==> src/mpa_pkg.sv <==
package mpa_pkg;
   localparam int CLK_HZ = 50_000_000;
   localparam int ADR_W = 8;
   localparam logic [7:0] OFS_VOLT_CTRL = 8'h00;
   localparam logic [7:0] OFS_PULSE_CTRL = 8'h04;
   localparam logic [7:0] OFS_PULSE_RATE = 8'h08;
   localparam logic [7:0] OFS_CLASS = 8'h0C;
   localparam logic [7:0] OFS_VOLT_STAT = 8'h10;
   localparam logic [7:0] OFS_PER_STAT = 8'h14;
   localparam int ITEM_LSB = 0;
   localparam int SET_LSB = 8;
   localparam int RATE_LSB = 0;
   localparam int CLASS_LSB = 0;
   typedef enum logic [3:0] {
      ITEM_FREQ_PRE = 4'h0, ITEM_FREQ_POST = 4'h1, ITEM_CURRENT = 4'h2,
      ITEM_VOLT = 4'h3, ITEM_TORQUE = 4'h4, ITEM_LOAD = 4'h5,
      ITEM_POWER = 4'h6, ITEM_PID_FB = 4'h7, ITEM_PG_FB = 4'h8,
      ITEM_LINK = 4'h9, ITEM_AO = 4'hA
   } mpa_item_t;
   localparam logic [3:0] ITEM_MAX = 4'hA;
   localparam logic [7:0] GAIN_MAX = 8'hC8;
   localparam logic [7:0] GAIN_RST = 8'h64;
   localparam logic [7:0] AVG_RST = 8'h00;
   localparam logic [12:0] RATE_MIN = 13'h012C;
   localparam logic [12:0] RATE_MAX = 13'h1770;
   localparam logic [12:0] RATE_RST = 13'h05A0;
   localparam logic [12:0] NORM_FULL = 13'h1000;
   localparam logic [12:0] NORM_SAT = 13'h1FFF;
   localparam int FS_FREQ_PM = 1000;
   localparam int FS_RATED_PM = 2000;
   localparam int FS_VOLT_LO = 250;
   localparam int FS_VOLT_HI = 500;
   localparam int FS_LINK_LO = 500;
   localparam int FS_LINK_HI = 1000;
   localparam int FS_AO_MV = 10000;
   localparam int KSH = 20;
   localparam int NSH = KSH - 12;
   localparam logic [19:0] K_FREQ = 20'(((1 << KSH) + FS_FREQ_PM - 1) / FS_FREQ_PM);
   localparam logic [19:0] K_RATED = 20'(((1 << KSH) + FS_RATED_PM - 1) / FS_RATED_PM);
   localparam logic [19:0] K_VOLT_LO = 20'(((1 << KSH) + FS_VOLT_LO - 1) / FS_VOLT_LO);
   localparam logic [19:0] K_VOLT_HI = 20'(((1 << KSH) + FS_VOLT_HI - 1) / FS_VOLT_HI);
   localparam logic [19:0] K_LINK_LO = 20'(((1 << KSH) + FS_LINK_LO - 1) / FS_LINK_LO);
   localparam logic [19:0] K_LINK_HI = 20'(((1 << KSH) + FS_LINK_HI - 1) / FS_LINK_HI);
   localparam logic [19:0] K_AO = 20'(((1 << KSH) + FS_AO_MV - 1) / FS_AO_MV);
   localparam int PCT_FULL = 100;
   localparam int PCT_SH = 24;
   localparam logic [17:0] PCT_K = 18'(((1 << PCT_SH) + PCT_FULL - 1) / PCT_FULL);
   localparam int PULSE_FIX_PPS = 2670;
   localparam logic [31:0] PER_FIX = 32'(CLK_HZ / PULSE_FIX_PPS);
   localparam logic [31:0] PER_MIN = 32'(CLK_HZ / 6000);
   localparam longint AVG_MAX_DV = 156;
   localparam longint VFS_DV = 100;
   localparam int HI_SH = 16;
   localparam logic [15:0] HI_K = 16'((longint'(PER_FIX) * VFS_DV * (64'd1 << HI_SH))
      / (AVG_MAX_DV * PCT_FULL * 4096));
   localparam int NUM_W = 38;
   localparam logic [NUM_W-1:0] DIV_NUM = NUM_W'(longint'(CLK_HZ) * 4096);
   localparam int DEN_W = 27;
   localparam logic [5:0] DIV_STEPS = 6'h26;
   typedef enum logic [1:0] {
      DIV_IDLE = 2'b00,
      DIV_RUN = 2'b01,
      DIV_DONE = 2'b11
   } mpa_div_t;
endpackage

==> src/mpa_monitor_out.sv <==
`timescale 1ns/10ps
`default_nettype none
module mpa_monitor_out
   import mpa_pkg::*;
#(
   parameter int VOUT_W = 16
)
(
   input wire logic clk,
   input wire logic arst_n,
   input wire logic wb_cyc_i,
   input wire logic wb_stb_i,
   input wire logic wb_we_i,
   input wire logic [mpa_pkg::ADR_W-1:0] wb_adr_i,
   input wire logic [3:0] wb_sel_i,
   input wire logic [31:0] wb_dat_i,
   output logic [31:0] wb_dat_o,
   output logic wb_ack_o,
   input wire logic [15:0] mon_freq_pre,
   input wire logic [15:0] mon_freq_post,
   input wire logic [15:0] mon_current,
   input wire logic [15:0] mon_voltage,
   input wire logic [15:0] mon_torque,
   input wire logic [15:0] mon_load,
   input wire logic [15:0] mon_power,
   input wire logic [15:0] mon_pid_fb,
   input wire logic [15:0] mon_pg_fb,
   input wire logic [15:0] mon_link_volt,
   input wire logic [15:0] mon_univ_ao,
   output logic [VOUT_W-1:0] voltage_meter_out,
   output logic pulse_meter_out
);
   import mpa_pkg::*;

   generate
      if (VOUT_W < 14 || VOUT_W > 32)
      begin : g_chk
         $error("VOUT_W must lie in 14..32");
      end
   endgenerate

   logic [3:0] vitem_reg;
   logic [7:0] voltage_meter_gain;
   logic [3:0] pitem_reg;
   logic [7:0] pulse_meter_avg_volt_set;
   logic [12:0] pulse_meter_max_rate;
   logic hv_class_reg;
   logic ack_reg;
   logic [31:0] dat_reg;
   logic [12:0] vnorm_reg;
   logic [12:0] pnorm_reg;
   logic [VOUT_W-1:0] vout_reg;
   logic [15:0] mon [0:10];
   logic wr_en;
   logic [31:0] rd_data;
   logic [31:0] wval;
   logic [31:0] per_reg;

   assign mon[0] = mon_freq_pre;
   assign mon[1] = mon_freq_post;
   assign mon[2] = mon_current;
   assign mon[3] = mon_voltage;
   assign mon[4] = mon_torque;
   assign mon[5] = mon_load;
   assign mon[6] = mon_power;
   assign mon[7] = mon_pid_fb;
   assign mon[8] = mon_pg_fb;
   assign mon[9] = mon_link_volt;
   assign mon[10] = mon_univ_ao;

   // byte-lane merge of a write into a register image
   function automatic logic [31:0] wmerge(input logic [31:0] old,
      input logic [31:0] nw, input logic [3:0] sel);
      logic [31:0] r;
      r = old;
      for (int i = 0; i < 4; i++)
      begin
         if (sel[i])
         begin
            r[i*8 +: 8] = nw[i*8 +: 8];
         end
      end
      return r;
   endfunction

   // monitor value to fraction of full scale, 4096 = 100 %
   function automatic logic [12:0] norm(input logic [3:0] item,
      input logic [15:0] v, input logic hv);
      logic [19:0] k;
      logic [35:0] p;
      k = K_AO;
      p = '0;
      case (item)
         ITEM_FREQ_PRE, ITEM_FREQ_POST, ITEM_PID_FB, ITEM_PG_FB: k = K_FREQ;
         ITEM_CURRENT, ITEM_TORQUE, ITEM_LOAD, ITEM_POWER: k = K_RATED;
         ITEM_VOLT: k = hv ? K_VOLT_HI : K_VOLT_LO;
         ITEM_LINK: k = hv ? K_LINK_HI : K_LINK_LO;
         default: k = K_AO;
      endcase
      p = (36'(v) * 36'(k)) >> NSH;
      return (p > 36'(NORM_SAT)) ? NORM_SAT : p[12:0];
   endfunction

   // bus slave
   // write lands on the edge that sees ack high
   assign wr_en = wb_cyc_i && wb_stb_i && wb_we_i && ack_reg;

   always_comb
   begin
      rd_data = '0;
      case (wb_adr_i)
         OFS_VOLT_CTRL: rd_data = {16'h0000, voltage_meter_gain, 4'h0, vitem_reg};
         OFS_PULSE_CTRL: rd_data = {16'h0000, pulse_meter_avg_volt_set, 4'h0, pitem_reg};
         OFS_PULSE_RATE: rd_data = {19'h00000, pulse_meter_max_rate};
         OFS_CLASS: rd_data = {31'h00000000, hv_class_reg};
         OFS_VOLT_STAT: rd_data = 32'(vout_reg);
         OFS_PER_STAT: rd_data = per_reg;
         default: rd_data = '0;
      endcase
   end

   always_ff @(posedge clk or negedge arst_n)
   begin
      if (!arst_n)
      begin
         ack_reg <= 1'b0;
         dat_reg <= '0;
      end
      else
      begin
         ack_reg <= wb_cyc_i && wb_stb_i && !ack_reg;
         if (wb_cyc_i && wb_stb_i && !ack_reg)
         begin
            dat_reg <= rd_data;
         end
      end
   end

   assign wval = wmerge(rd_data, wb_dat_i, wb_sel_i);

   // settings; out-of-range values are refused field by field
   always_ff @(posedge clk or negedge arst_n)
   begin
      if (!arst_n)
      begin
         vitem_reg <= ITEM_FREQ_PRE;
         voltage_meter_gain <= GAIN_RST;
         pitem_reg <= ITEM_FREQ_PRE;
         pulse_meter_avg_volt_set <= AVG_RST;
         pulse_meter_max_rate <= RATE_RST;
         hv_class_reg <= 1'b0;
      end
      else if (wr_en)
      begin
         if (wb_adr_i == OFS_VOLT_CTRL)
         begin
            if (wval[ITEM_LSB +: 4] <= ITEM_MAX)
            begin
               vitem_reg <= wval[ITEM_LSB +: 4];
            end
            if (wval[SET_LSB +: 8] <= GAIN_MAX)
            begin
               voltage_meter_gain <= wval[SET_LSB +: 8];
            end
         end
         if (wb_adr_i == OFS_PULSE_CTRL)
         begin
            if (wval[ITEM_LSB +: 4] <= ITEM_MAX)
            begin
               pitem_reg <= wval[ITEM_LSB +: 4];
            end
            if (wval[SET_LSB +: 8] <= GAIN_MAX)
            begin
               pulse_meter_avg_volt_set <= wval[SET_LSB +: 8];
            end
         end
         if (wb_adr_i == OFS_PULSE_RATE && wval[RATE_LSB +: 13] >= RATE_MIN
            && wval[RATE_LSB +: 13] <= RATE_MAX)
         begin
            pulse_meter_max_rate <= wval[RATE_LSB +: 13];
         end
         if (wb_adr_i == OFS_CLASS)
         begin
            hv_class_reg <= wval[CLASS_LSB];
         end
      end
   end

   // normalised quantities and scaled dc level
   logic [47:0] vprod;
   assign vprod = 48'(vnorm_reg) * 48'(voltage_meter_gain) * 48'(PCT_K);

   always_ff @(posedge clk or negedge arst_n)
   begin
      if (!arst_n)
      begin
         vnorm_reg <= '0;
         pnorm_reg <= '0;
         vout_reg <= '0;
      end
      else
      begin
         vnorm_reg <= norm(vitem_reg, mon[vitem_reg], hv_class_reg);
         pnorm_reg <= norm(pitem_reg, mon[pitem_reg], hv_class_reg);
         vout_reg <= VOUT_W'(vprod >> PCT_SH);
      end
   end

   // pulse generator
   mpa_div_t div_state;
   logic [5:0] div_cnt_reg;
   logic [NUM_W-1:0] div_num_reg;
   logic [DEN_W-1:0] div_den_reg;
   logic [DEN_W-1:0] div_rem_reg;
   logic [DEN_W:0] trial;
   logic fixed_reg;
   logic [31:0] fix_high_reg;
   logic [31:0] cnt_reg;
   logic [31:0] high_reg;
   logic [31:0] nxt_per_reg;
   logic [31:0] nxt_high_reg;
   logic [12:0] pn_cap;
   logic [31:0] fix_high;
   logic [31:0] quot;
   logic per_end;
   logic pulse_reg;

   assign pn_cap = (pnorm_reg > NORM_FULL) ? NORM_FULL : pnorm_reg;
   assign fix_high = 32'((40'(pnorm_reg) * 40'(pulse_meter_avg_volt_set)
      * 40'(HI_K)) >> HI_SH);
   assign trial = {div_rem_reg, div_num_reg[NUM_W-1]};
   assign quot = div_num_reg[31:0];
   assign per_end = (cnt_reg >= per_reg - 32'h00000001);

   always_ff @(posedge clk or negedge arst_n)
   begin
      if (!arst_n)
      begin
         div_state <= DIV_IDLE;
         div_cnt_reg <= '0;
         div_num_reg <= '0;
         div_den_reg <= '0;
         div_rem_reg <= '0;
         fixed_reg <= 1'b1;
         fix_high_reg <= '0;
         nxt_per_reg <= PER_FIX;
         nxt_high_reg <= '0;
      end
      else
      begin
         unique case (div_state)
            DIV_IDLE:
            begin
               if (cnt_reg == '0)
               begin
                  div_num_reg <= DIV_NUM;
                  div_den_reg <= DEN_W'(pn_cap) * DEN_W'(pulse_meter_max_rate);
                  div_rem_reg <= '0;
                  div_cnt_reg <= DIV_STEPS;
                  fixed_reg <= (pulse_meter_avg_volt_set != '0);
                  fix_high_reg <= (fix_high > PER_FIX) ? PER_FIX : fix_high;
                  div_state <= DIV_RUN;
               end
            end
            DIV_RUN:
            begin
               if (trial >= {1'b0, div_den_reg})
               begin
                  div_rem_reg <= DEN_W'(trial - {1'b0, div_den_reg});
                  div_num_reg <= {div_num_reg[NUM_W-2:0], 1'b1};
               end
               else
               begin
                  div_rem_reg <= trial[DEN_W-1:0];
                  div_num_reg <= {div_num_reg[NUM_W-2:0], 1'b0};
               end
               div_cnt_reg <= div_cnt_reg - 6'h01;
               if (div_cnt_reg == 6'h01)
               begin
                  div_state <= DIV_DONE;
               end
            end
            DIV_DONE:
            begin
               if (fixed_reg)
               begin
                  nxt_per_reg <= PER_FIX;
                  nxt_high_reg <= fix_high_reg;
               end
               else if (div_den_reg == '0)
               begin
                  nxt_per_reg <= PER_FIX;
                  nxt_high_reg <= '0;
               end
               else
               begin
                  nxt_per_reg <= quot;
                  nxt_high_reg <= quot >> 1;
               end
               div_state <= DIV_IDLE;
            end
         endcase
      end
   end

   always_ff @(posedge clk or negedge arst_n)
   begin
      if (!arst_n)
      begin
         cnt_reg <= '0;
         per_reg <= PER_FIX;
         high_reg <= '0;
         pulse_reg <= 1'b0;
      end
      else
      begin
         if (per_end)
         begin
            cnt_reg <= '0;
            per_reg <= nxt_per_reg;
            high_reg <= nxt_high_reg;
            pulse_reg <= (nxt_high_reg != '0);
         end
         else
         begin
            cnt_reg <= cnt_reg + 32'h00000001;
            pulse_reg <= (cnt_reg + 32'h00000001 < high_reg);
         end
      end
   end

   assign wb_ack_o = ack_reg;
   assign wb_dat_o = dat_reg;
   assign voltage_meter_out = vout_reg;
   assign pulse_meter_out = pulse_reg;
endmodule
`default_nettype wire

==> config.mk <==
export PLATFORM = sky130hd
export DESIGN_NAME = mpa_monitor_out
export DESIGN_NICKNAME = d
export VERILOG_FILES = /design/src/mpa_pkg.sv /design/src/mpa_monitor_out.sv
export SDC_FILE = /design/constraint.sdc
export NUM_CORES = 2
export LEC_CHECK = 0
export BUFFER_PORTS_ARGS = -buffer_cell sky130_fd_sc_hd__buf_2
export CAP_MARGIN = 20
export CELL_PAD_IN_SITES_DETAIL_PLACEMENT = 0
export CELL_PAD_IN_SITES_GLOBAL_PLACEMENT = 1
export CORE_ASPECT_RATIO = 0.6
export CORE_MARGIN = 5
export CORE_UTILIZATION = 45
export CTS_BUF_LIST = sky130_fd_sc_hd__clkbuf_4 sky130_fd_sc_hd__clkbuf_8
export DETAILED_ROUTE_END_ITERATION = 8
export PLACE_DENSITY_LB_ADDON = 0.1
export SLEW_MARGIN = 25
export SYNTH_ARGS = -nofsm -noshare
export SYNTH_HDL_FRONTEND = slang
export SYNTH_SLANG_ARGS = --single-unit
==> constraint.sdc <==
create_clock -name clk -period 13.1 [get_ports clk]
set_input_delay 0.655 -clock clk [delete_from_list [all_inputs] [get_ports clk]]
set_output_delay 0.655 -clock clk [all_outputs]
set_load 0.03 [all_outputs]
==> summary.txt <==
Status
  – Run status: complete, no violations

Detailed routing
  – DR vias/cell: 5.35
  – DR vias: 41.0k
  – 1st-iter DRT viols: 3196
  – # DRC: 0
  – Final WL: 158000 microns
  – Final antenna-violating net count: 0
  – 1st-pass router iterations: 6
  – Routed wire per std cell: 20.7 microns

Finish
  – Syn-to-layout area delta: 8.66%
  – Final Util: between 40 and 50%
  – Nets: 7536
  – Final Non-Filler Cells: 7660
  – Share of layout cells above drive strength 1: 11.3%
  – Max reg flops: 38

Synth
  – Largest area contributor in the netlist: fa_1
  – Synth Register Bits: between 300 and 400
  – Post-synth top area share: between 20% and 30%
  – Post-Synthesis Cells: roughly 5.8k
  – Post-synth ARST share: 100%
  – Synthesized net count: between 7k and 8k
  – Top FF cell, synth: dfrtp_1
  – EDFF count, synth: 0
  – Distinct cells, synth: 98
  – Area contributors post-synth: fa_1 (26%), dfrtp_1 (16%), ha_1 (15%)
  – Commonest cells post-synth: inv_1 (1024), nand2_1 (707), fa_1 (684), ha_1 (620), dfrtp_1 (337)
  – Mapped Area: approximately 53000 sq um
  – Most instantiated library cell after synthesis: inv_1
  – Seq/Total Area, Yosys: 16.8%
  – Synth Area per Inst: slightly above 9 sq um
  – Warnings, synthesis: 0

Global route
  – Vias in the first global route: 40.8k
  – Largest net degree at the start of global routing: roughly 140
  – Met1 GRT Util: between 40% and 50%
  – Initial antenna violation count: 15
  – Total grt overflow: 0
  – Overall routing resource usage: between 20% and 30%
  – Met2 Track Usage GR: 34.4%
  – Grt met3 use: 5.39%
  – First-pass GRT wire length: 248000 microns
  – GR peak layer: met1

CTS
  – Root buffer cell: clkbuf_8
  – Max H-tree Level: 2
  – Clock sink count: 357
  – TritonCTS clock tree: done
  – CTS clk-pin slew, worst paths: 0.07 ns
  – CTS buffer count: 61
  – Clk Latency, worst-skew pair: about 0.73 ns
  – Buffer depth of the longest clock path: 3

Placed design
  – Dpl ws: 1.71 ns
  – I/O Buffers: roughly 260
  – Post-Place Cells: 7543
  – Post-DP HPWL: 132000 microns
  – Final GP Congestion: around 0.96

Die
  – Die H: 277 microns
  – Initial Util: between 40% and 50%
  – Io pins: about 280
  – DIE AREA: about 130000 sq um
  – Row count: 98
  – Die W: ~460 microns
  – Core box area: 119000 sq um

Timing
  – Max Fclk: 0.0871 GHz
  – Slew HR: 20.9%
  – RSZ-0062 raised after global routing: false
  – WHS: 0.312 ns
  – Worst slew pin tran: 1.18 ns
  – Slew Limit Fails: 0
  – Post-route setup slack: 1.61 ns
  – Clock skew: slightly below 0.05 ns
  – Total Neg Setup Slack: 0 ns
  – Final min period: ~11 ns
  – Final worst-path cycle share: 87.7%
  – Setup Viol. Count Final: 0
  – Final hold violations: 0

Setup path
  – Critical path's slowest cell: o41ai_1
  – Crit end category: flip-flop
  – Worst-path maximum fanout: 15
  – Reg-to-reg slack, setup: 1.61 ns
  – CP arrival: 12.10 ns
  – CP required: 13.71 ns
  – Cell mode on critical path: fa_1
  – WS Path Type: reg2reg
  – Critical Path Start Type: flip-flop
  – Max incr delay on CP: 0.76 ns

Power
  – Worst vdd ir: approximately 0.077 mV
  – Switch Pwr: 1.10 mW
  – Register share of total power: 34.8%
  – Cell internal pwr: about 2.2 mW
  – Leak Pwr: roughly 31 nW
  – Net Sw Frac: around a third
  – Power share of the combinational group: about 28%
  – Clk network pwr share: 37.3%
  – Power density cells: 56.1 nW/um^2

Flow run
  – Max-cap viol count: 0

Hold path
  – Worst hold path class: in2reg
cell usage in the layout, fill, tap and decap left out, types with 18 or more instances in the layout:
master,n
nor2b_1,75
clkbuf_8,80
mux2_2,99
buf_2,255
nand3_1,81
a21o_1,73
and2_1,273
o22ai_1,34
nand4_1,32
a31oi_1,25
clkbuf_4,20
a22o_1,35
xor2_1,90
dfrtp_1,332
o21bai_1,18
mux4_2,56
nor2_1,252
mux2i_1,94
xnor2_1,129
inv_1,1024
nand2b_1,38
o21a_1,25
dfstp_2,20
buf_4,69
o21ai_0,179
a211oi_1,21
or3_1,19
a22oi_1,18
nor4_1,47
nand2_1,706
ha_1,620
a21oi_1,194
fa_1,684
and3_1,26
nor3_1,55
final timing paths:
check | from | cells after the start | endpoint
max | voltage_meter_gain[2] | 38 | voltage_meter_out[13]
min in group asynchronous | arst_n | 2 | div_rem_reg[21]
max reg2reg | voltage_meter_gain[2] | 38 | voltage_meter_out[13]
min | wb_dat_i[4] | 3 | pulse_meter_max_rate[4]
min reg2reg | nxt_per_reg[0] | 2 | nxt_per_reg[0]
max in group asynchronous | arst_n | 4 | pitem_reg[0]
critical path: cells and delay by family, from the launching register on:
kind	cells	cell delay, ns
adders and majority gates	11	5.03
AOI/OAI and AO/OA	14	3.83
xor gates and xnor gates	3	0.99
DFF	1	0.71
buffers and inverters	8	0.58
and+or+nand+nor	2	0.21
final cells by class:
class	count	area, sq um
multi-input combinational	4235	40000
sequential	357	8970
clock buffer	100	1250
fill	11500	60500
inverter	1025	3850
antenna	1	2.50
clock inverter	15	223
tap	1600	2000
timing repair buffer	327	1840
per-layer routing:
metal	up-vias	part of all wire, %
met3	133	7.7
met5	-	0.0082
met1	20300	51
met2	1202	40
met4	2	1.2
li1	19300	-
kinds of logic (layout without fill, tap and decap cells):
kind of cell	Yosys count	count (layout)	share of synthesized area, %
compound gates	776	776	9.43
flops	357	357	16.8
mux	253	253	6.29
other cells	1	2	0.00701
simple gates	1681	1681	15.0
fa+ha+maj	1305	1305	40.1
xor+xnor	219	219	3.59
buf+inv	1233	1467	8.75
power by group through the flow:
stage          sequential, mW  combinational (mW)  clock, mW
2_1_floorplan            1.14               0.625          0
4_1_cts                  1.13               0.913       1.25
5_1_grt                  1.13                1.03       1.30
3_5_place_dp             1.15               0.906          0
3_3_place_gp             1.15               0.902          0
6_report                 1.13               0.910       1.22
what timing repair did:
item | 4_1_cts | 5_1_grt
buffers inserted | 0 | 0
hold buffers | 1 | 0
gates resized for setup | 0 | 0
endpoints found under the setup margin | 0 | 0
endpoints found under the hold margin | 11 | 0
metrics by stage:
stage	power, mW	area, sq um
6_report	3.26	58100
5_1_grt	3.47	58100
4_1_cts	3.30	58100
3_5_place_dp	2.06	56600
3_3_place_gp	2.06	56600
2_1_floorplan	1.77	53500
No activity file was read; power rests on OpenSTA's default activity.
